$ cat src/rtl/lacsr_pkg.sv
// Package with register offsets, field positions and reset values of the analyzer control bank.
package lacsr_pkg;
  localparam int unsigned state_count_param = 5;
  localparam logic [7:0] off_run_control = 8'h00;
  localparam logic [7:0] off_timestamp_control = 8'h04;
  localparam logic [7:0] off_alternate_trace_select = 8'h08;
  localparam logic [7:0] off_pretrigger_action = 8'h10;
  localparam logic [7:0] off_current_trigger_state = 8'h20;
  localparam logic [7:0] off_counter_snapshot = 8'h24;
  localparam logic [7:0] off_action_snapshot = 8'h28;
  localparam logic [7:0] off_captured_transaction_tag = 8'h2c;
  localparam int unsigned run_bit = 0;
  localparam int unsigned ts_enable_bit = 16;
  localparam int unsigned ts_interval_lsb = 12;
  localparam int unsigned hdr_sel1_lsb = 4;
  localparam int unsigned hdr_sel0_lsb = 0;
  localparam int unsigned indep_trace_bit = 4;
  localparam int unsigned halted_bit = 31;
  localparam int unsigned act_trace_bit = 3;
  localparam int unsigned tag_width = 10;
  localparam logic [31:0] run_control_reset = 32'h0000_0000;
  localparam logic [16:0] timestamp_control_reset = 17'h0_0000;
  localparam logic [7:0] pretrigger_action_reset = 8'h00;
  localparam logic [4:0] current_state_reset = 5'h01;
  localparam logic [31:0] unmapped_read_value = 32'h0000_0000;
endpackage

$ cat src/rtl/lacsr_regs.sv
// Control and status register bank of the embedded logic analyzer.
// Contract
// (RULE_01) Run bit 0 stops the analyzer for programming; 1 enables capture and triggering.
// (RULE_02) Software avoids trace memory and integration registers while running.
// (RULE_03) While running, trigger, timestamp and pre-trigger registers are read only.
// (RULE_04) Run control and current state registers stay accessible in any run state.
// (RULE_05) Software programs timestamp control first and sets run last.
// (RULE_06) Software does not write timestamp or pre-trigger registers while running.
// (RULE_07) Timestamp enable bit 16; interval bits 15:12 pick the toggling counter bit.
// (RULE_08) A 16-bit trace counter runs freely on the analyzer clock.
// (RULE_09) A pending timestamp is written only in a cycle without trace capture.
// (RULE_10) Two timestamps never go to consecutive trace memory locations.
// (RULE_11) Interval zero writes a timestamp whenever trace turns off.
// (RULE_12) Clearing run writes a timestamp if the last write held payload.
// (RULE_13) Bits 7:4 and 3:0 select counter bits for header bits 1 and 0.
// (RULE_14) Alternate trace select keeps only bit 4 with five states; others zero.
// (RULE_15) Pre-trigger action drives outputs from run set until first trigger.
// (RULE_16) Action layout: outputs 7:4, trace 3, clock halt 2, cross triggers 1:0.
// (RULE_17) Reading current state latches counter and action snapshots together.
// (RULE_18) Bit 31 of current state reads 1 once the analyzer has halted.
// (RULE_19) Halted flag sets on final loop count or on zero successor taken.
// (RULE_20) Current state field is one-hot over the state count; rest reserved.
// (RULE_21) Current state and snapshot registers may be read in any run state.
// (RULE_22) While halted, the state field holds the state at halting.
// (RULE_23) Run clears itself when non-invasive debug authentication is withdrawn.
// (RULE_24) Software reads the captured tag only when stopped and capture exists.
// (RULE_25) Reserved and unlisted bits read zero and ignore writes.
`timescale 1ns/100ps
module lacsr_regs (
  input wire logic clock,
  input wire logic sys_rst,
  input wire logic [7:0] reg_addr,
  input wire logic reg_sel,
  input wire logic reg_write,
  input wire logic [31:0] reg_wdata,
  output logic [31:0] reg_rdata,
  input wire logic noninvasive_auth,
  input wire logic [4:0] engine_state,
  input wire logic state_advance,
  input wire logic loop_final_count,
  input wire logic zero_successor_taken,
  input wire logic first_trigger_met,
  input wire logic [7:0] engine_action,
  input wire logic [31:0] engine_counter,
  input wire logic capture_active,
  input wire logic [9:0] captured_tag_in,
  output logic run,
  output logic halted_flag,
  output logic [3:0] general_outputs,
  output logic trace_enable,
  output logic clock_halt_out,
  output logic [1:0] cross_trigger_out,
  output logic independent_trace_enable,
  output logic [1:0] header_counter_bits,
  output logic [15:0] trace_counter,
  output logic timestamp_write
);
  logic run_r;
  logic [16:0] tsctl_r;
  logic indep_r;
  logic [7:0] ptact_r;
  logic halted_r;
  logic [4:0] state_r;
  logic in_pretrig_r;
  logic auth_s1_r;
  logic auth_s2_r;
  logic ts_pending_r;
  logic last_was_ts_r;
  logic last_was_data_r;
  logic trace_on_prev_r;
  logic [7:0] action_out_r;
  logic [7:0] action_out_nxt;
  logic wr;
  logic rd_state;
  logic wr_run;
  logic wr_tsctl;
  logic wr_alt;
  logic wr_ptact;
  logic cfg_writable;
  logic auth_lost;
  logic run_nxt;
  logic run_falling;
  logic ts_en;
  logic interval_toggle;
  logic trace_off_event;
  logic ts_request;
  logic ts_emit;
  logic [31:0] rdata_nxt;
  logic [31:0] state_word;
  logic [15:0] cnt;
  logic [31:0] counter_snap;
  logic [7:0] action_snap;
  logic hit_run;
  logic hit_tsctl;
  logic hit_alt;
  logic hit_ptact;
  logic hit_state;
  logic [31:0] run_word;
  logic [31:0] tsctl_word;
  logic [31:0] alt_word;
  logic [31:0] ptact_word;
  logic [31:0] action_word;
  logic [31:0] tag_word;

  assign hit_run = reg_addr == lacsr_pkg::off_run_control;
  assign hit_tsctl = reg_addr == lacsr_pkg::off_timestamp_control;
  assign hit_alt = reg_addr == lacsr_pkg::off_alternate_trace_select;
  assign hit_ptact = reg_addr == lacsr_pkg::off_pretrigger_action;
  assign hit_state = reg_addr == lacsr_pkg::off_current_trigger_state;
  assign wr = reg_sel & reg_write;
  // Only a read of the state register loads the snapshots, so other reads leave them alone.
  assign rd_state = reg_sel & ~reg_write & hit_state;
  // Run control is always writable; configuration only while stopped.
  assign wr_run = wr & hit_run; // [RULE_04]
  // A configuration write while running is dropped so that it cannot upset a capture in progress.
  assign cfg_writable = ~run_r; // [RULE_03]
  assign wr_tsctl = wr & cfg_writable & hit_tsctl; // [RULE_06]
  assign wr_alt = wr & cfg_writable & hit_alt;
  assign wr_ptact = wr & cfg_writable & hit_ptact; // [RULE_06]
  assign auth_lost = auth_s2_r == 1'b0;
  assign run_nxt = auth_lost ? 1'b0 : (wr_run ? reg_wdata[lacsr_pkg::run_bit] : run_r); // [RULE_23]
  assign run_falling = run_r & ~run_nxt;

  // Authentication comes from another domain, so it passes two flip-flops before it may stop the run.
  always_ff @(posedge clock or posedge sys_rst)
  begin
    if (sys_rst)
    begin
      auth_s1_r <= 1'b0;
      auth_s2_r <= 1'b0;
    end
    else
    begin
      auth_s1_r <= noninvasive_auth;
      auth_s2_r <= auth_s1_r;
    end
  end

  always_ff @(posedge clock or posedge sys_rst)
  begin
    if (sys_rst)
      run_r <= lacsr_pkg::run_control_reset[0];
    else
      run_r <= run_nxt; // [RULE_01]
  end

  always_ff @(posedge clock or posedge sys_rst)
  begin
    if (sys_rst)
      tsctl_r <= lacsr_pkg::timestamp_control_reset;
    else if (wr_tsctl)
      tsctl_r <= {reg_wdata[16:12], 4'h0, reg_wdata[7:0]}; // [RULE_25]
  end

  always_ff @(posedge clock or posedge sys_rst)
  begin
    if (sys_rst)
      indep_r <= 1'b0;
    else if (wr_alt)
      indep_r <= reg_wdata[lacsr_pkg::indep_trace_bit]; // [RULE_14]
  end

  always_ff @(posedge clock or posedge sys_rst)
  begin
    if (sys_rst)
      ptact_r <= lacsr_pkg::pretrigger_action_reset;
    else if (wr_ptact)
      ptact_r <= reg_wdata[7:0];
  end

  // Pre-trigger phase lasts from run set until the first trigger condition.
  always_ff @(posedge clock or posedge sys_rst)
  begin
    if (sys_rst)
      in_pretrig_r <= 1'b0;
    else if (~run_r & run_nxt)
      in_pretrig_r <= 1'b1; // [RULE_15]
    else if (first_trigger_met | ~run_nxt)
      in_pretrig_r <= 1'b0;
  end

  // Outputs fall to zero in the same cycle as the run bit, so nothing is driven while stopped.
  assign action_out_nxt = ~run_nxt ? 8'h00 : ((~run_r | in_pretrig_r) & ~first_trigger_met) ? ptact_r : engine_action;
  always_ff @(posedge clock or posedge sys_rst)
  begin
    if (sys_rst)
      action_out_r <= 8'h00;
    else
      action_out_r <= action_out_nxt; // [RULE_15]
  end
  assign general_outputs = action_out_r[7:4]; // [RULE_16]
  assign trace_enable = action_out_r[lacsr_pkg::act_trace_bit]; // [RULE_16]
  assign clock_halt_out = action_out_r[2]; // [RULE_16]
  assign cross_trigger_out = action_out_r[1:0]; // [RULE_16]

  // Halted flag and frozen state; a new run clears the flag.
  // Once halted the field stops following the engine, so software sees where the run ended.
  always_ff @(posedge clock or posedge sys_rst)
  begin
    if (sys_rst)
    begin
      halted_r <= 1'b0;
      state_r <= lacsr_pkg::current_state_reset;
    end
    else if (~run_r & run_nxt)
    begin
      halted_r <= 1'b0;
      state_r <= engine_state;
    end
    else if (~halted_r)
    begin
      if (run_r & (loop_final_count | zero_successor_taken))
        halted_r <= 1'b1; // [RULE_19]
      if (state_advance | ~run_r)
        state_r <= engine_state; // [RULE_22]
    end
  end

  // Timestamp generation.
  assign ts_en = tsctl_r[lacsr_pkg::ts_enable_bit];
  lacsr_trace_counter u_counter (
    .clock(clock),
    .sys_rst(sys_rst),
    .interval_sel(tsctl_r[15:12]),
    .sel1(tsctl_r[7:4]),
    .sel0(tsctl_r[3:0]),
    .count(cnt),
    .bit_toggled(interval_toggle),
    .header_bits(header_counter_bits)
  );
  assign trace_off_event = trace_on_prev_r & ~action_out_r[lacsr_pkg::act_trace_bit];
  assign ts_request = ts_en & run_r & ((tsctl_r[15:12] != 4'h0) ? interval_toggle : trace_off_event); // [RULE_11]
  // Every request first waits in the pending flag, so it goes out one cycle later at the earliest.
  // Emit only when idle and never right after another timestamp.
  assign ts_emit = ts_pending_r & ~capture_active & ~last_was_ts_r; // [RULE_09] [RULE_10]
  always_ff @(posedge clock or posedge sys_rst)
  begin
    if (sys_rst)
    begin
      ts_pending_r <= 1'b0;
      last_was_ts_r <= 1'b0;
      last_was_data_r <= 1'b0;
      trace_on_prev_r <= 1'b0;
    end
    else
    begin
      trace_on_prev_r <= action_out_r[lacsr_pkg::act_trace_bit];
      if (ts_request | (run_falling & last_was_data_r)) // [RULE_12]
        ts_pending_r <= 1'b1;
      else if (ts_emit)
        ts_pending_r <= 1'b0;
      if (capture_active)
      begin
        last_was_ts_r <= 1'b0;
        last_was_data_r <= 1'b1;
      end
      else if (ts_emit)
      begin
        last_was_ts_r <= 1'b1; // [RULE_10]
        last_was_data_r <= 1'b0;
      end
    end
  end
  assign timestamp_write = ts_emit;
  assign trace_counter = cnt;

  lacsr_snapshot u_snapshot (
    .clock(clock),
    .sys_rst(sys_rst),
    .capture(rd_state), // [RULE_17]
    .counter_in(engine_counter),
    .action_in(action_out_r),
    .counter_snap(counter_snap),
    .action_snap(action_snap)
  );

  assign state_word = {halted_r, 26'h0, state_r}; // [RULE_18] [RULE_20]
  assign run_word = {31'h0, run_r};
  assign tsctl_word = {15'h0, tsctl_r};
  assign alt_word = {27'h0, indep_r, 4'h0}; // [RULE_14]
  assign ptact_word = {24'h0, ptact_r};
  assign action_word = {24'h0, action_snap};
  assign tag_word = {22'h0, captured_tag_in};
  // The read mux is combinational, so the data stand in the same cycle as the select.
  always_comb
  begin
    rdata_nxt = lacsr_pkg::unmapped_read_value; // [RULE_25]
    unique case (reg_addr)
      lacsr_pkg::off_run_control: rdata_nxt = run_word;
      lacsr_pkg::off_timestamp_control: rdata_nxt = tsctl_word;
      lacsr_pkg::off_alternate_trace_select: rdata_nxt = alt_word; // [RULE_14]
      lacsr_pkg::off_pretrigger_action: rdata_nxt = ptact_word;
      lacsr_pkg::off_current_trigger_state: rdata_nxt = state_word; // [RULE_21]
      lacsr_pkg::off_counter_snapshot: rdata_nxt = counter_snap;
      lacsr_pkg::off_action_snapshot: rdata_nxt = action_word;
      lacsr_pkg::off_captured_transaction_tag: rdata_nxt = tag_word;
      default: rdata_nxt = lacsr_pkg::unmapped_read_value;
    endcase
  end
  assign reg_rdata = rdata_nxt;
  assign run = run_r;
  assign halted_flag = halted_r;
  assign independent_trace_enable = indep_r;
endmodule // lacsr_regs

$ cat src/rtl/lacsr_trace_counter.sv
// Free-running 16-bit trace counter with timestamp request and header bit selection.
`timescale 1ns/100ps
module lacsr_trace_counter (
  input wire logic clock,
  input wire logic sys_rst,
  input wire logic [3:0] interval_sel,
  input wire logic [3:0] sel1,
  input wire logic [3:0] sel0,
  output logic [15:0] count,
  output logic bit_toggled,
  output logic [1:0] header_bits
);
  logic [15:0] count_r;
  logic [15:0] count_nxt;
  logic [15:0] prev_r;
  assign count_nxt = count_r + 16'h0001;
  always_ff @(posedge clock or posedge sys_rst)
  begin
    if (sys_rst)
    begin
      count_r <= 16'h0000;
      prev_r <= 16'h0000;
    end
    else
    begin
      count_r <= count_nxt; // [RULE_08]
      prev_r <= count_r;
    end
  end
  assign count = count_r;
  assign bit_toggled = count_r[interval_sel] ^ prev_r[interval_sel]; // [RULE_07]
  assign header_bits = {count_r[sel1], count_r[sel0]}; // [RULE_13]
endmodule // lacsr_trace_counter

$ cat src/rtl/lacsr_snapshot.sv
// Snapshot holder for counter and action values, loaded when the state register is read.
`timescale 1ns/100ps
module lacsr_snapshot (
  input wire logic clock,
  input wire logic sys_rst,
  input wire logic capture,
  input wire logic [31:0] counter_in,
  input wire logic [7:0] action_in,
  output logic [31:0] counter_snap,
  output logic [7:0] action_snap
);
  logic [31:0] counter_snap_r;
  logic [7:0] action_snap_r;
  always_ff @(posedge clock or posedge sys_rst)
  begin
    if (sys_rst)
    begin
      counter_snap_r <= 32'h0000_0000;
      action_snap_r <= 8'h00;
    end
    else if (capture)
    begin
      counter_snap_r <= counter_in; // [RULE_17]
      action_snap_r <= action_in; // [RULE_17]
    end
  end
  assign counter_snap = counter_snap_r;
  assign action_snap = action_snap_r;
endmodule // lacsr_snapshot

$ cat config.mk
export PLATFORM = sky130hd
export DESIGN_NAME = lacsr_regs
export DESIGN_NICKNAME = d
export VERILOG_FILES = /design/src/rtl/lacsr_pkg.sv /design/src/rtl/lacsr_regs.sv /design/src/rtl/lacsr_trace_counter.sv /design/src/rtl/lacsr_snapshot.sv
export SDC_FILE = /design/constraint.sdc
export NUM_CORES = 1
export LEC_CHECK = 0
export ABC_AREA = 0
export BUFFER_PORTS_ARGS = -buffer_cell sky130_fd_sc_hd__buf_4
export CAP_MARGIN = 20
export CORE_ASPECT_RATIO = 0.9
export CORE_MARGIN = 3
export CORE_UTILIZATION = 25
export CTS_BUF_LIST = sky130_fd_sc_hd__clkbuf_4 sky130_fd_sc_hd__clkbuf_8 sky130_fd_sc_hd__clkbuf_16
export DETAILED_ROUTE_END_ITERATION = 8
export GPL_TIMING_DRIVEN = 0
export PLACE_DENSITY = 0.48
export SLEW_MARGIN = 20
export SYNTH_ARGS = -nofsm -noshare
export SYNTH_HDL_FRONTEND = slang
export SYNTH_HIERARCHICAL = 1
export SYNTH_SLANG_ARGS = --single-unit
$ cat constraint.sdc
create_clock -name clock -period 3.2 [get_ports clock]
set_input_delay 0.48 -clock clock [delete_from_list [all_inputs] [get_ports clock]]
set_output_delay 0.48 -clock clock [all_outputs]
set_load 0.01 [all_outputs]
# Word level (Yosys, flattened, before mapping)
# Index checks and enable logic that the tools add are counted.
[word_totals]
regBits = 116
latch_bits = 0
ramBits = 0
rom_bits = 0
inputBits = 105
output_inout_bits = 62
wordCells = 95
memories = 0
[op_classes]
add_sub_neg = 1
n_mul = 0
div = 0
n_lt_le_gt_ge = 3
n_eq_ne = 8
shifts = 0
n_mux = 27
n_bitwise = 31
n_reduce_logical = 7
[op_table]
columns = ["cell", "n"]
rows = [
  ["$pmux 32 s8", 1],
  ["$eq 8x6->1 const B", 4],
  ["$and 1x1->1", 18],
  ["$mux 1", 17],
  ["$add 16x1->16 const B", 1],
  ["$bmux 1 s4", 4],
  ["$mux 8", 2],
  ["$lt 4x5->1 const B", 3],
  ["$mux 5", 3],
  ["$eq 8x3->1 const B", 1],
  ["$eq 8x4->1 const B", 1],
  ["$eq 8x5->1 const B", 1],
  ["$logic_not 8->1", 1],
  ["$reduce_bool 2->1", 4],
  ["$not 1->1", 7],
  ["$or 1x1->1", 5],
  ["$reduce_bool 4->1", 1],
  ["$ne 2x1->1 const B", 1],
  ["$reduce_and 2->1", 1],
  ["$xor 1x1->1", 1],
]

# Longest topological paths before layout
# Gate-level depths: netlist of the first run.
[logic_depth]
word_depth = 9
depth_mapped = 8
ltp_nobuf = 7

# Cells and area by module
# The synthesis of the first run kept the hierarchy.
[by_module_without_submodules]
columns = ["module", "n_inst", "cells_each", "area_each_um2", "seq_area_each_um2"]
rows = [
  ["lacsr_regs", 1, 217, 2417.3, 1102.3],
  ["lacsr_trace_counter", 1, 102, 1586.5, 800.8],
  ["lacsr_snapshot", 1, 85, 1500.2, 1001.0],
]

# Least setup slack after synthesis of the first run
# No wires, ideal clock.
[synth_path]
path_type = "input-to-reg"
start = "input port reg_addr[4]"
end = "register u_snapshot.counter_snap_r[0], in the netlist u_snapshot/counter_snap[0]"
setup_ps = 125
arrival_ps = 2468
t_required_ps = 3075
setup_slack_ps = 607
path_stages = 5
path_buffers = 2
path_cell_list = "or4b_2 clkbuf_1 nor4_1 buf_6 mux2_2"
[synth_via]
elab_chain_cells = 2
[synth_lines]
columns = ["item", "line", "source"]
rows = [
  ["start: declaration", "lacsr_regs.sv:32", "input wire logic [7:0] reg_addr,"],
  ["$eq 8x6->1", "lacsr_regs.sv:109", "assign hit_state = reg_addr == lacsr_pkg::off_current_trigger_state;"],
  ["$and 1x1->1", "lacsr_regs.sv:112", "assign rd_state = reg_sel & ~reg_write & hit_state;"],
  ["via rd_state", "lacsr_regs.sv:74", "logic rd_state;"],
  ["end signal: assignment", "lacsr_snapshot.sv:23", "counter_snap_r <= counter_in;"],
  ["end: declaration", "lacsr_snapshot.sv:12", "logic [31:0] counter_snap_r;"],
]
# The timed path passes the listed nets, and every way through them passes these cells.
# A chain may end at the register's enable or synchronous reset.

# Worst setup path in the final report of the first run
[layout_path]
start = "input port reg_addr[4]"
end = "output port reg_rdata[6]"
[layout_via]
elab_chain_cells = 2
word_cells_on_any_way = 9
classes_between = "eq/ne: 7; mux: 1; reduce/logical: 1"
[layout_lines]
columns = ["item", "line", "source"]
rows = [
  ["$eq 8x6->1, or another cell as far along", "lacsr_regs.sv:288", "unique case (reg_addr)"],
  ["$pmux 32 s8 *", "lacsr_regs.sv:288", ""],
  ["end: declaration", "lacsr_regs.sv:36", "output logic [31:0] reg_rdata,"],
]
# Mark *: on every way between the ends. The rest lies on a longest branch, timed or not.

==> results, run 1 <==
- The run finished with clean final reports.
- The post-synthesis register bit count is 116.
- The signal on the critical path passes through buf_4 > or4b_2 > clkbuf_1 > nor2_1 > a32oi_1 > o21ai_0 > buf_4.
- The number of different library cells in the post-synthesis netlist is 47.
- The number of vias in the routed layout is 3966.
- The family with the most delay on the worst path is simple AND/OR/NAND/NOR gates.
- The largest buffer count on any clock path is 2.
- The estimated wirelength of the detail-placed design is 12600 um.
- The biggest fanout along the worst timing path is 7.
- Setup violations remaining at the end of the flow were counted as 0.
- Summing the sequential cell areas from Yosys gives 52.8% of the chip area.
- The die is 147 um tall.
- The cell with the largest stage delay on the worst path is sky130_fd_sc_hd__or4b_2.
- The number of enable flip-flop cells after synthesis is 0.
- After layout, the minimum clock period comes to 3050 ps.
- The first-pass GRT wire length is 25200 um.
- The sink count of the clock tree is 116.
- The number of instances in the placed design is 839.
- The post-route non-filler standard cell count is 871.
- The initial utilization of the core area, before any placement, comes to 26.0%.
- The clock network accounts for 57.5% of the total power.
- Power spread over the standard cell area amounts to 529 nW/um2.
- The net count after synthesis is 510.
- The via count of the first global-routing pass is 4367.
- In the routed layout, each cell is associated on average with a via count of 4.55.
- The number of remaining DRC errors is 0.
- Data on the critical path is required at its endpoint by 2720 ps.
- Input and output buffers added on the ports amount to 147.
- The share of post-route cells with drive strength above 1 is 48.2%.
- The layout net count is 678.
- The total track usage is 13.9%.
- The antenna violation net count after detailed routing is 0.
- The critical path's most frequent cell is sky130_fd_sc_hd__buf_4.
- The count of final hold-check violations is 0.
- The proportion of power drawn by flip-flops and latches is 36.9%.
- In this run the power spent charging and discharging nets is 778 uW.
- For this run, asynchronously set or reset flops after synthesis account for 100%.
- The final sum of negative setup slack is 0 ps.
- In this run the cell area of the synthesized design comes to 5500 um2.
- The highest cell delay on the worst timing path is 660 ps.
- Measured against its own limit, the worst slew margin works out to 48.6%.
- The clock tree synthesis step divided the H-tree into 4 levels.
- Summing the areas of all fa, ha and maj instances in the mapped netlist gives 0.227% of the synthesized area.
- Of the total synthesized cell area, the portion taken by XOR and XNOR cells is 2.39%.
- The transition at the pin with the smallest max-transition slack is 769 ps.
- After layout, the worst path uses 95.3% of the clock period.
- In this run the count of I/O pins placed on the die edge is 167.
- In the final routed layout, each cell accounts on average for 18.7 um.
- The arrival time at the worst endpoint is 2570 ps.
- The mux share of post-synthesis cell area is 25.7%.
- Counting the fill cells in the layout gives 2095.
- The critical path is of the input pin to output port type.
- The sum of buffers and inverters on the critical path is 3.
- The internal portion of total power is 3.32 mW.
- The row count is 50.
- The largest net degree at the start of global routing is 33.
- The number of diodes added for antenna fixing is 0.
- The source-to-sink clock delay at the later pin of the worst-skew pair is 410 ps.
- STA classifies the critical path startpoint as an input pin.
- The upper clock frequency limit is 328 MHz.
- Of the total power, combinational logic draws 5.6%.
- Summing the areas of all compound-gate instances in the mapped netlist gives 5.89% of the synthesized area.
- The tool flagged a number of max-cap violations equal to 0.
- In this run, the number of DRC markers left after iteration 0 of detailed routing was 156.
- After floorplanning, the core was sized to cover 21200 um2.
- Each instance of the synthesized netlist takes up on average 13.6 um2.
- The dominant register cell in the synthesized netlist is sky130_fd_sc_hd__dfrtp_1.
- In this run the clock root is driven by a sky130_fd_sc_hd__clkbuf_16.
- The area growth from synthesis to layout is 40.9%.
- The number of detailed-route iterations in the first pass is 4.
- The horizontal extent of the die is 162 um.
- The worst vdd rail ir drop is 0.289 mV.
- The synthesized instance count is 404.
- The congestion estimate from routability-driven global placement came to 0.770.
- Of the total synthesized cell area, the portion taken by AND, OR, NAND and NOR gates is 10.5%.
- Net switching is 19.0% of the power.
- In this run the worst hold path is classified as input pin to async pin.
- Setup repair after global routing left no endpoint under its margin.
- Final hold analysis gives a worst-case slack of 34.3 ps.
- The number of antenna violations at the first check in global routing is 2.
- The dominant combinational cell family by area after synthesis is multiplexers.
- The total wire length is 16300 um.
- The largest clock skew in the final design is 7.11 ps.
- The analysis attributes to cell leakage a power of 3.74 nW.
- The die covers 23800 um2.
- The clock slew at the register clock pins of the worst setup and hold paths is 60 ps.
- The synthesis warning total is 6.
- STA classifies the critical path endpoint as an output port.
- The max-slew violation count is 0.
- For this run the aggregate overflow at the end of global routing stands at 0.
- TritonCTS created 17 clock buffers.
- TritonCTS built the clock tree.
cells in the mapped netlist, drive strengths merged, types with 2 or more instances:
| cell | count | share of area, % |
|---|---|---|
| nand2 | 20 | 1.4 |
| nor2 | 23 | 1.6 |
| a21o | 2 | 0.27 |
| buf | 8 | 1.4 |
| a31oi | 2 | 0.34 |
| a32oi | 2 | 0.32 |
| o21ai | 6 | 0.55 |
| and3 | 3 | 0.34 |
| or4 | 3 | 0.55 |
| clkbuf | 8 | 0.55 |
| nand3 | 9 | 0.82 |
| nor3 | 2 | 0.18 |
| nor2b | 8 | 0.91 |
| nand4 | 3 | 0.34 |
| o31ai | 2 | 0.27 |
| and4 | 2 | 0.32 |
| nand2b | 2 | 0.23 |
| a22oi | 13 | 1.8 |
| mux2i | 9 | 1.6 |
| a21oi | 2 | 0.18 |
| xor2 | 8 | 1.3 |
| or4b | 2 | 0.36 |
| and2 | 17 | 1.9 |
| mux4 | 21 | 9.4 |
| nor4 | 6 | 0.68 |
| inv | 9 | 0.61 |
| dfrtp | 115 | 52 |
| xnor2 | 7 | 1.1 |
| mux2 | 70 | 15 |
| a22o | 10 | 1.8 |
flip-flops by register name (all words and copies together), names as in the netlist:
| signal | flops |
|---|---|
| last_was_data_r | 1 |
| ptact_r | 8 |
| tsctl_r | 13 |
| run | 1 |
| last_was_ts_r | 1 |
| independent_trace_enable | 1 |
| action_out_r | 8 |
| trace_on_prev_r | 1 |
| u_counter/prev_r | 16 |
| state_r | 5 |
| auth_s1_r | 1 |
| u_snapshot/counter_snap | 32 |
| ts_pending_r | 1 |
| u_snapshot/action_snap | 8 |
| halted_flag | 1 |
| u_counter/count | 16 |
| auth_s2_r | 1 |
| in_pretrig_r | 1 |
metrics by stage:
step           total power, mW  instance area (um2)  setup WS (ps)  utilization (%)
6_report                  4.10                 7750            149             36.6
5_1_grt                   4.24                 7750           31.5             36.6
4_1_cts                   4.16                 7750           7.74             36.5
3_5_place_dp              1.77                 7020           8.80             33.1
3_3_place_gp              1.76                 6970          -56.7             32.8
2_1_floorplan             1.63                 5500            607                -
final cells by class:
type                    instances  area [um2]  area share (%)
flip-flops and latches        116        2900            37.4
multi-input cells             263        2470            31.9
repair buffers                149        1140            14.7
clock buffers                  23         489            6.31
well taps                     286         358            4.61
clock inverters                 9         245            3.16
plain buffers                  16         108            1.39
inverters                       9        33.8           0.436
final timing paths:
check                           slack, ps              from  cells past startpoint                     endpoint
worst max register to register        890       tsctl_r[14]                      8                 ts_pending_r
worst max-delay path                  150       reg_addr[4]                      7                 reg_rdata[6]
min in group clock                    170  noninvasive_auth                      1                    auth_s1_r
worst min register to register        350         auth_s1_r                      0                    auth_s2_r
worst min-delay path                   30           sys_rst                      2  u_snapshot/counter_snap[19]
max in group asynchronous            2500           sys_rst                      3                   state_r[0]
power by group through the flow:
stage	clock [mW]	sequential [mW]	combinational (mW)
5_1_grt	2.48	1.51	0.251
6_report	2.36	1.51	0.231
4_1_cts	2.42	1.51	0.234
3_5_place_dp	0	1.54	0.232
3_3_place_gp	0	1.54	0.223
2_1_floorplan	0	1.53	0.0989
cell usage in the layout, fill, tap and decap left out, types with 3 or more instances in the layout:
master,instances
sky130_fd_sc_hd__mux2_2,65
sky130_fd_sc_hd__a22oi_1,13
sky130_fd_sc_hd__clkbuf_1,8
sky130_fd_sc_hd__and3_1,3
sky130_fd_sc_hd__mux4_2,9
sky130_fd_sc_hd__and2_1,17
sky130_fd_sc_hd__dfrtp_1,115
sky130_fd_sc_hd__buf_4,147
sky130_fd_sc_hd__mux2_4,5
sky130_fd_sc_hd__clkbuf_16,17
sky130_fd_sc_hd__nand2_1,20
sky130_fd_sc_hd__inv_2,3
sky130_fd_sc_hd__nand3_1,9
sky130_fd_sc_hd__nor2b_1,8
sky130_fd_sc_hd__bufinv_16,8
sky130_fd_sc_hd__xnor2_1,7
sky130_fd_sc_hd__buf_6,6
sky130_fd_sc_hd__mux4_1,12
sky130_fd_sc_hd__xor2_1,8
sky130_fd_sc_hd__inv_1,6
sky130_fd_sc_hd__clkbuf_4,3
sky130_fd_sc_hd__nor4_1,5
sky130_fd_sc_hd__o21ai_0,6
sky130_fd_sc_hd__a22o_1,9
sky130_fd_sc_hd__nor2_1,23
sky130_fd_sc_hd__mux2i_1,9
sky130_fd_sc_hd__nand4_1,3
sky130_fd_sc_hd__clkbuf_8,3
cells by family after synthesis:
logic type / Yosys count
flip-flops: 116
XOR/XNOR: 15
AO/OA/AOI/OAI: 42
buffers and inverters: 25
AND/OR/NAND/NOR: 105
adder cells (fa/ha/maj): 1
multiplexers: 100
per-layer routing:
| metal | routed length [um] | part of all wire [%] | global-route usage (%) |
|---|---|---|---|
| met1 | 7370 | 45 | 18.3 |
| met2 | 7740 | 47 | 22.3 |
| met3 | 1020 | 6.3 | 4.29 |
| met4 | 162 | 0.99 | 3.84 |
| met5 | 40 | 0.24 | 0 |
timing repair:
item	in CTS	in global routing
hold buffers	0	0
setup endpoints to repair	0	3
setup buffers	0	0
resized for setup	0	1
(Power assumes the default switching activity.)
==> run 2: changes to the inputs <==
==> constraint.sdc (replaced) <==
create_clock -name clock -period 3.4 [get_ports clock]
set_input_delay 0.51 -clock clock [delete_from_list [all_inputs] [get_ports clock]]
set_output_delay 0.51 -clock clock [all_outputs]
set_load 0.01 [all_outputs]
==> run 2 against run 1 <==
  * Critical path depth stayed put
  * Worst setup slack better by 20 ps
  * Total power fell by 5.9%
  * Core utilization about the same
  * Largest power group unchanged
==> results, run 2 (same netlist as run 1, synthesis figures left out) <==
- The run finished with clean final reports.
- The number of maximum-capacitance constraint violations is 0.
- In the final timing run, aggregate negative setup slack is 0 ps.
- The total track usage is 13.9%.
- The worst register-to-register path ends at ts_pending_r.
- The largest clock skew in the final design is 7.07 ps.
- The count of final hold-check violations is 0.
- From bottom edge to top edge, the die measures 147 um.
- The kind of end point of the critical path is an output port.
- The critical path launch point type is an input pin.
- In the layout the commonest cells are sky130_fd_sc_hd__buf_4 (147), sky130_fd_sc_hd__dfrtp_1 (115), sky130_fd_sc_hd__mux2_2 (65), sky130_fd_sc_hd__nor2_1 (23), sky130_fd_sc_hd__nand2_1 (20).
- The post-placement setup slack is 149 ps.
- Before antenna repair, the detailed router went through 4 iterations.
- Traced cell by cell, the critical path runs through buf_4 > or4b_2 > clkbuf_1 > nor3_1 > a221oi_1 > o21ai_0 > buf_4.
- Setup repair after global routing left no endpoint under its margin.
- The clock tree from TritonCTS is yes.
- In the routed design, unresolved DRC markers number 0.
- The highest cell delay on the worst timing path is 670 ps.
- In this run, placement finished with an instance count of 839.
- The cell with the largest stage delay on the worst path is sky130_fd_sc_hd__nor3_1.
- The number of gates given a new drive strength after cts is 0.
- For this block, the routed nets add up to 16300 um of wire.
- The post-route non-filler standard cell count is 871.
- Compared with the post-synthesis result, the final layout area differs by 40.8%.
- The floorplan step defined a core boundary enclosing 21200 um2.
- Setup violations remaining at the end of the flow were counted as 0.
- The area of the die is 23800 um2.
- The average vias per placed instance is 4.53.
- The first routing iteration left 145 violations.
- The final layout contains 678 nets.
- The largest buffer count on any clock path is 2.
- The number of antenna violations at the first check in global routing came to 2.
- The most numerous cell type found on the critical path is sky130_fd_sc_hd__buf_4.
- The transition at the pin with the smallest max-transition slack is 779 ps.
- The min-delay analysis places its worst path in the category input pin to async pin.
- The count of nets left with antenna violations once routing finished came out at 0.
- The clock slew at the register clock pins of the worst setup and hold paths is 60 ps.
- The max-slew violation count was 0.
- The total power of the final layout is 3.86 mW.
- In the final layout, the share of cells above drive strength 1 is 48.0%.
- Counting the buffers created by CTS gives 17.
- The post-CTS setup-driven buffer insertion count is 0.
- The path depth of the worst reg2reg path is 8.
- The arrival time at the worst endpoint is 2720 ps.
- The weighted congestion at the end of routability-driven global placement is 0.770.
- The final routed wire length divided by cell count is 18.7 um.
- The first global-routing pass estimated 25200 um of wire.
- The flip-flop count of the largest register after layout is 32.
- The count of fill cells added during filler insertion is 2095.
- The root buffer cell chosen for the clock tree is sky130_fd_sc_hd__clkbuf_16.
- The total of hold buffers inserted after clock tree synthesis is 0.
- The classification of the worst setup path is input pin to output port.
- Measured along the x axis, the die boundary spans 162 um.
- In this run the register-to-register setup slack is 1090 ps.
- The number of I/O port buffers is 147.
- Dividing the final minimum period by the clock period gives 95.0%.
- The largest net degree at the start of global routing is 33.
- The source-to-sink clock delay at the later pin of the worst-skew pair is 410 ps.
- In this run the core area contains 50 standard-cell rows.
- The worst vdd rail ir drop is 0.272 mV.
- The aggregate global routing overflow is 0.
- Across all layers, the routed design uses 3949 vias.
- In this run the tightest slew margin relative to its limit is 47.7%.
- Along the worst path, the maximum fanout reaches 6.
- The power density relative to cell area is 498 nW/um2.
- For the worst setup path, the data required time is 2890 ps.
- The upper clock frequency limit is 310 MHz.
- The minimum clock period is 3230 ps.
- The number of diodes added for antenna fixing is 0.
- The leading cell type in the layout, fill and taps excluded is sky130_fd_sc_hd__buf_4.
- The H-tree depth reported by CTS is 4.
- The HPWL after detailed placement is 12600 um.
- In this run the critical register-to-register path is launched from tsctl_r[14].
- The sink count of the clock tree is 116.
- Once layout is complete, the utilization of the core stands at 36.5%.
- The via count of the first global-routing pass was 4367.
- The final setup slack of the worst path is 169 ps.
- The initial utilization of the core area, before any placement, comes to 26.0%.
- For this design the static power due to leakage is 3.74 nW.
- The number of top-level design ports is 167.
-- run 2: routing by layer --
layer / wire, um / GRT usage (%) / vias to the layer above
met2: 7760 / 22.3 / 118
met3: 1040 / 4.29 / 19
met4: 162 / 3.84 / 4
met5: 40 / 0 / -
li1: - / - / 1840
met1: 7300 / 18.3 / 1968
-- run 2: report_power, final --
group	leakage, nW	internal [mW]	total, mW	switching (mW)
sequential	1.57	1.40	1.42	0.0188
clock	0.362	1.60	2.22	0.617
combinational	1.81	0.119	0.216	0.0969
total	3.74	3.13	3.86	0.732
-- run 2: cell type report --
cell class | count | area [um2] | share of cell area [%]
inverters | 9 | 33.8 | 0.436
clock inverters | 9 | 245 | 3.16
clock buffers | 23 | 489 | 6.31
well taps | 286 | 358 | 4.62
multi-input cells | 263 | 2470 | 31.9
repair buffers | 149 | 1140 | 14.8
plain buffers | 16 | 108 | 1.39
flip-flops and latches | 116 | 2900 | 37.5
-- run 2: worst max path at each step --
stage	startpoint	endpoint	slack (ps)	cells after the start
after floorplan	reg_addr[4]	u_snapshot/counter_snap[0]	780	5
after global placement	reg_addr[4]	u_snapshot/counter_snap[1]	110	6
after detailed placement	reg_addr[4]	reg_rdata[0]	150	7
after global routing	reg_addr[4]	reg_rdata[0]	10	7
after CTS	reg_addr[4]	reg_rdata[0]	150	7
final	reg_addr[4]	reg_rdata[0]	170	7
-- run 2: worst max-delay path, delay by kind of cell --
family                 cells  cell delay [ps]
AND/OR/NAND/NOR            2             1330
buffers and inverters      3              500
AO/OA/AOI/OAI              2              370
-- run 2: stage by stage --
stage,instance area [um2],hold WS [ps]
after floorplan,5500,331
after global placement,6970,341
after detailed placement,7020,345
after CTS,7750,45.0
after global routing,7750,58.7
final,7750,63.8
==> run 3: changes to the inputs <==
--- a/config.mk
+++ b/config.mk
@@ -5,7 +5,7 @@
 export SDC_FILE = /design/constraint.sdc
 export NUM_CORES = 1
 export LEC_CHECK = 0
-export ABC_AREA = 0
+export ABC_AREA = 1
 export BUFFER_PORTS_ARGS = -buffer_cell sky130_fd_sc_hd__buf_4
 export CAP_MARGIN = 20
 export CORE_ASPECT_RATIO = 0.9
@@ -14,7 +14,7 @@
 export CTS_BUF_LIST = sky130_fd_sc_hd__clkbuf_4 sky130_fd_sc_hd__clkbuf_8 sky130_fd_sc_hd__clkbuf_16
 export DETAILED_ROUTE_END_ITERATION = 8
 export GPL_TIMING_DRIVEN = 0
-export PLACE_DENSITY = 0.48
+export PLACE_DENSITY = 0.47
 export SLEW_MARGIN = 20
 export SYNTH_ARGS = -nofsm -noshare
 export SYNTH_HDL_FRONTEND = slang
==> run 3 against run 2 <==
  * First-iteration DRC count rose to 2.6 times the previous value
  * Combinational power up 7%
  * Final cell count up 41%
  * Global-route usage up 0.83 points
  * Largest power group unchanged
  * Sequential power barely moved
  * Critical path type unchanged
  * Total power fell by 6.5%
==> results, run 3 <==
- The layout has 2560 filler cells.
- Routability-driven placement finished with a final weighted congestion of 0.822.
- TritonCTS created 17 clock buffers.
- The number of enable flip-flop cells after synthesis is 0.
- The share of the yosys chip area belonging to registers is 48.5%.
- The transition at the pin with the smallest max-transition slack is 736 ps.
- The simple-gate share of the synthesized area is 30.6%.
- The longest clock path from root to sink contains 2 buffers.
- The first global-routing pass estimated 29700 um of wire.
- Setup violations remaining at the end of the flow were counted as 0.
- The post-route non-filler standard cell count is 1228.
- Timing analysis after detailed placement gives a worst setup slack of 536 ps.
- After clock tree synthesis, the setup repair step added 0 buffers.
- The worst-case IR drop observed on VDD is 0.256 mV.
- The largest individual stage delay along the critical path comes from the cell sky130_fd_sc_hd__o21ai_0.
- The most used flip-flop cell after synthesis is sky130_fd_sc_hd__dfrtp_1.
- The largest net degree at the start of global routing is 33.
- The number of maximum-capacitance constraint violations is 0.
- The number of antenna violations at the first check in global routing was 0.
- Traced cell by cell, the critical path runs through buf_4 > nor2_1 > inv_1 > nor2_4 > nand4_2 > o21ai_0 > nor2_1 > o211ai_1 > buf_4.
- The fraction of the core area covered by cells at the end of the flow is 34.7%.
- In this run the horizontal extent of the chip is 169 um.
- The core area is 23500 um2.
- In this run the static leakage power is 4.18 nW.
- The net count after synthesis is 851.
- The flow ran to the end, and the final reports show no timing, DRC or antenna violations.
- The average footprint of a synthesized cell is 8.03 um2.
- Grouping stages by cell kind, the critical path spends the most delay in simple AND/OR/NAND/NOR gates.
- The worst hold slack is 173 ps.
- The effective utilization at floorplan is 25.5%.
- Counting cells, the worst reg-to-reg path comes to 15.
- The endpoint identified for the worst register-to-register timing path is ts_pending_r.
- The die covers 25800 um2.
- The kind of end point of the critical path is an output port.
- The setup check on the worst reg-to-reg path leaves a slack of 1400 ps.
- The classification of the worst setup path is input pin to output port.
- 167 I/O pins were placed.
- For this block, the initial DRC count from the detailed router was 376.
- The max-slew violation count is 0.
- The number of detailed-route iterations in the first pass is 5.
- The clock tree from TritonCTS is yes.
- The final standard cell area without fillers is 8150 um2.
- The portion of the clock cycle consumed by the worst path in the final layout is 84.6%.
- The number of instances in the placed design is 1196.
- The arrival time at the worst endpoint is 2370 ps.
- For this design, the sink count on the clock tree is 116.
- Yosys mapped the design onto 41 distinct sky130hd cell types.
- The number of diodes added for antenna fixing is 0.
- The share of async-settable or async-resettable flops after synthesis is 100%.
- The routed design could run at a clock period as short as 2880 ps.
- The leading cell type in the layout, fill and taps excluded is sky130_fd_sc_hd__nand2_1.
- The count of final hold-check violations is 0.
- Summing the areas of all xor and xnor instances in the mapped netlist gives 1.90% of the synthesized area.
- Counting both buffers and inverters, the worst setup path holds a total of 3.
- The H-tree depth reported by CTS is 4.
- The launching point of the worst reg2reg path is tsctl_r[12].
- The critical path launch point type is an input pin.
- In the synthesized netlist, the cells that appear most often are sky130_fd_sc_hd__nand2_1 (234), sky130_fd_sc_hd__dfrtp_1 (115), sky130_fd_sc_hd__inv_1 (93), sky130_fd_sc_hd__nand3_1 (75), sky130_fd_sc_hd__nor2_1 (43).
- The path class of the tightest hold or removal check is input pin to async pin.
- The power density relative to cell area is 443 nW/um2.
- The post-synthesis register bit count is 116.
- The mux share of post-synthesis cell area is 0%.
- Across all layers, the routed design uses 5382 vias.
- After legalization and detailed placement, the total HPWL measured 14400 um.
- The final sum of negative setup slack is 0 ps.
- The largest single stage delay on the critical path is 430 ps.
- Ranked by total cell area, the synthesized netlist is headed by sky130_fd_sc_hd__dfrtp_1 (48%), sky130_fd_sc_hd__nand2_1 (15%), sky130_fd_sc_hd__nand3_1 (6.3%).
- The number of remaining DRC errors is 0.
- The share of post-route cells with drive strength above 1 is 27.1%.
- Global routing used 14.8% of the available tracks across all layers.
- The area share of fa/ha/maj cells after synthesis is 0.209%.
- The net count of the finished layout is 1019.
- In this run the tightest slew margin relative to its limit is 50.7%.
- The clock slew at the register clock pins of the worst setup and hold paths is 70 ps.
- The upper clock frequency limit is 348 MHz.
- The via count of the first global-routing pass was 5296.
- The root buffer cell chosen for the clock tree is sky130_fd_sc_hd__clkbuf_16.
- The area growth from synthesis to layout is 36.2%.
- The compound-gate portion of the synthesized area is 8.20%.
- The die boundary height is 153 um.
- Once the clock tree was built, the resizer swapped 0 gates to a different size.
- The area fraction of the dominant cell type after synthesis is 48.1%.
- The dominant cell type by area after synthesis is sky130_fd_sc_hd__dfrtp_1.
- The dominant combinational cell family by area after synthesis is simple AND/OR/NAND/NOR gates.
- The aggregate global routing overflow is 0.
- The number of I/O port buffers is 147.
- sky130_fd_sc_hd__nand2_1 is the most common cell in the netlist.
- Leaving out fill and tap cells, the most frequent cells in the layout are sky130_fd_sc_hd__nand2_1 (234), sky130_fd_sc_hd__buf_4 (148), sky130_fd_sc_hd__dfrtp_1 (115), sky130_fd_sc_hd__inv_1 (90), sky130_fd_sc_hd__nand3_1 (75).
- The post-placement cell area is 7520 um2.
- The source-to-sink clock delay at the later pin of the worst-skew pair is 420 ps.
- Once detail routing completed, the nets flagged for antenna violations numbered 0.
- Wires add up to 18900 um.
- Across the routed clock network, the largest skew measured is 9.94 ps.
- Yosys printed 6 warnings.
- The cell count after synthesis came out at 745.
- Setup repair after global routing left no endpoint under its margin.
- The total power of the final layout is 3.61 mW.
- The register with the most flip-flops in the layout has 32 of them.
- At the worst endpoint, the required time is 2890 ps.
- The mapped netlist covers 5980 um2.
- Of all nets on the critical path, the largest fanout is 10.
- The final routed wire length divided by cell count is 15.4 um.
- The total of hold buffers inserted after clock tree synthesis is 0.
- The average vias per placed instance is 4.38.
- The row count is 53.
- The worst path meets setup with 523 ps of slack.
run 3: worst max-delay path by stage:
stage | startpoint | end | slack (ps) | cells past startpoint
after floorplan | reg_addr[7] | reg_rdata[20] | 1450 | 6
after global placement | reg_addr[7] | reg_rdata[3] | 530 | 9
after detailed placement | reg_addr[7] | reg_rdata[3] | 540 | 9
after CTS | reg_addr[7] | reg_rdata[3] | 520 | 9
after global routing | reg_addr[7] | reg_rdata[3] | 380 | 9
final | reg_addr[7] | reg_rdata[3] | 520 | 9
run 3: where the power goes:
part           switching (mW)  total (mW)  internal, mW
combinational           0.124       0.231         0.107
clock                   0.761        1.95          1.19
sequential             0.0191        1.43          1.41
total                   0.904        3.61          2.71
run 3: metal layers:
layer / up-vias / GRT usage (%) / share of wire (%)
met5: - / 0 / 0
met4: 0 / 4.52 / 1.3
met3: 11 / 2.98 / 4.4
met2: 119 / 22.0 / 44
met1: 2550 / 21.5 / 50
li1: 2702 / - / -
run 3: cell families after synthesis:
family                     count (synthesis)
AOI/OAI and AO/OA                         87
xor gates and xnor gates                  13
adders and majority gates                  1
buffers and inverters                    127
DFF                                      116
and+or+nand+nor                          401
run 3: final cells by class:
type / count / area [um2] / share of cell area (%)
Sequential cell: 116 / 2900 / 35.6
Multi-Input combinational cell: 502 / 2450 / 30.0
Timing Repair Buffer: 149 / 1160 / 14.2
Clock buffer: 17 / 425 / 5.22
Inverter: 98 / 405 / 4.97
Tap cell: 302 / 378 / 4.64
Buffer: 29 / 225 / 2.76
Clock inverter: 15 / 206 / 2.53
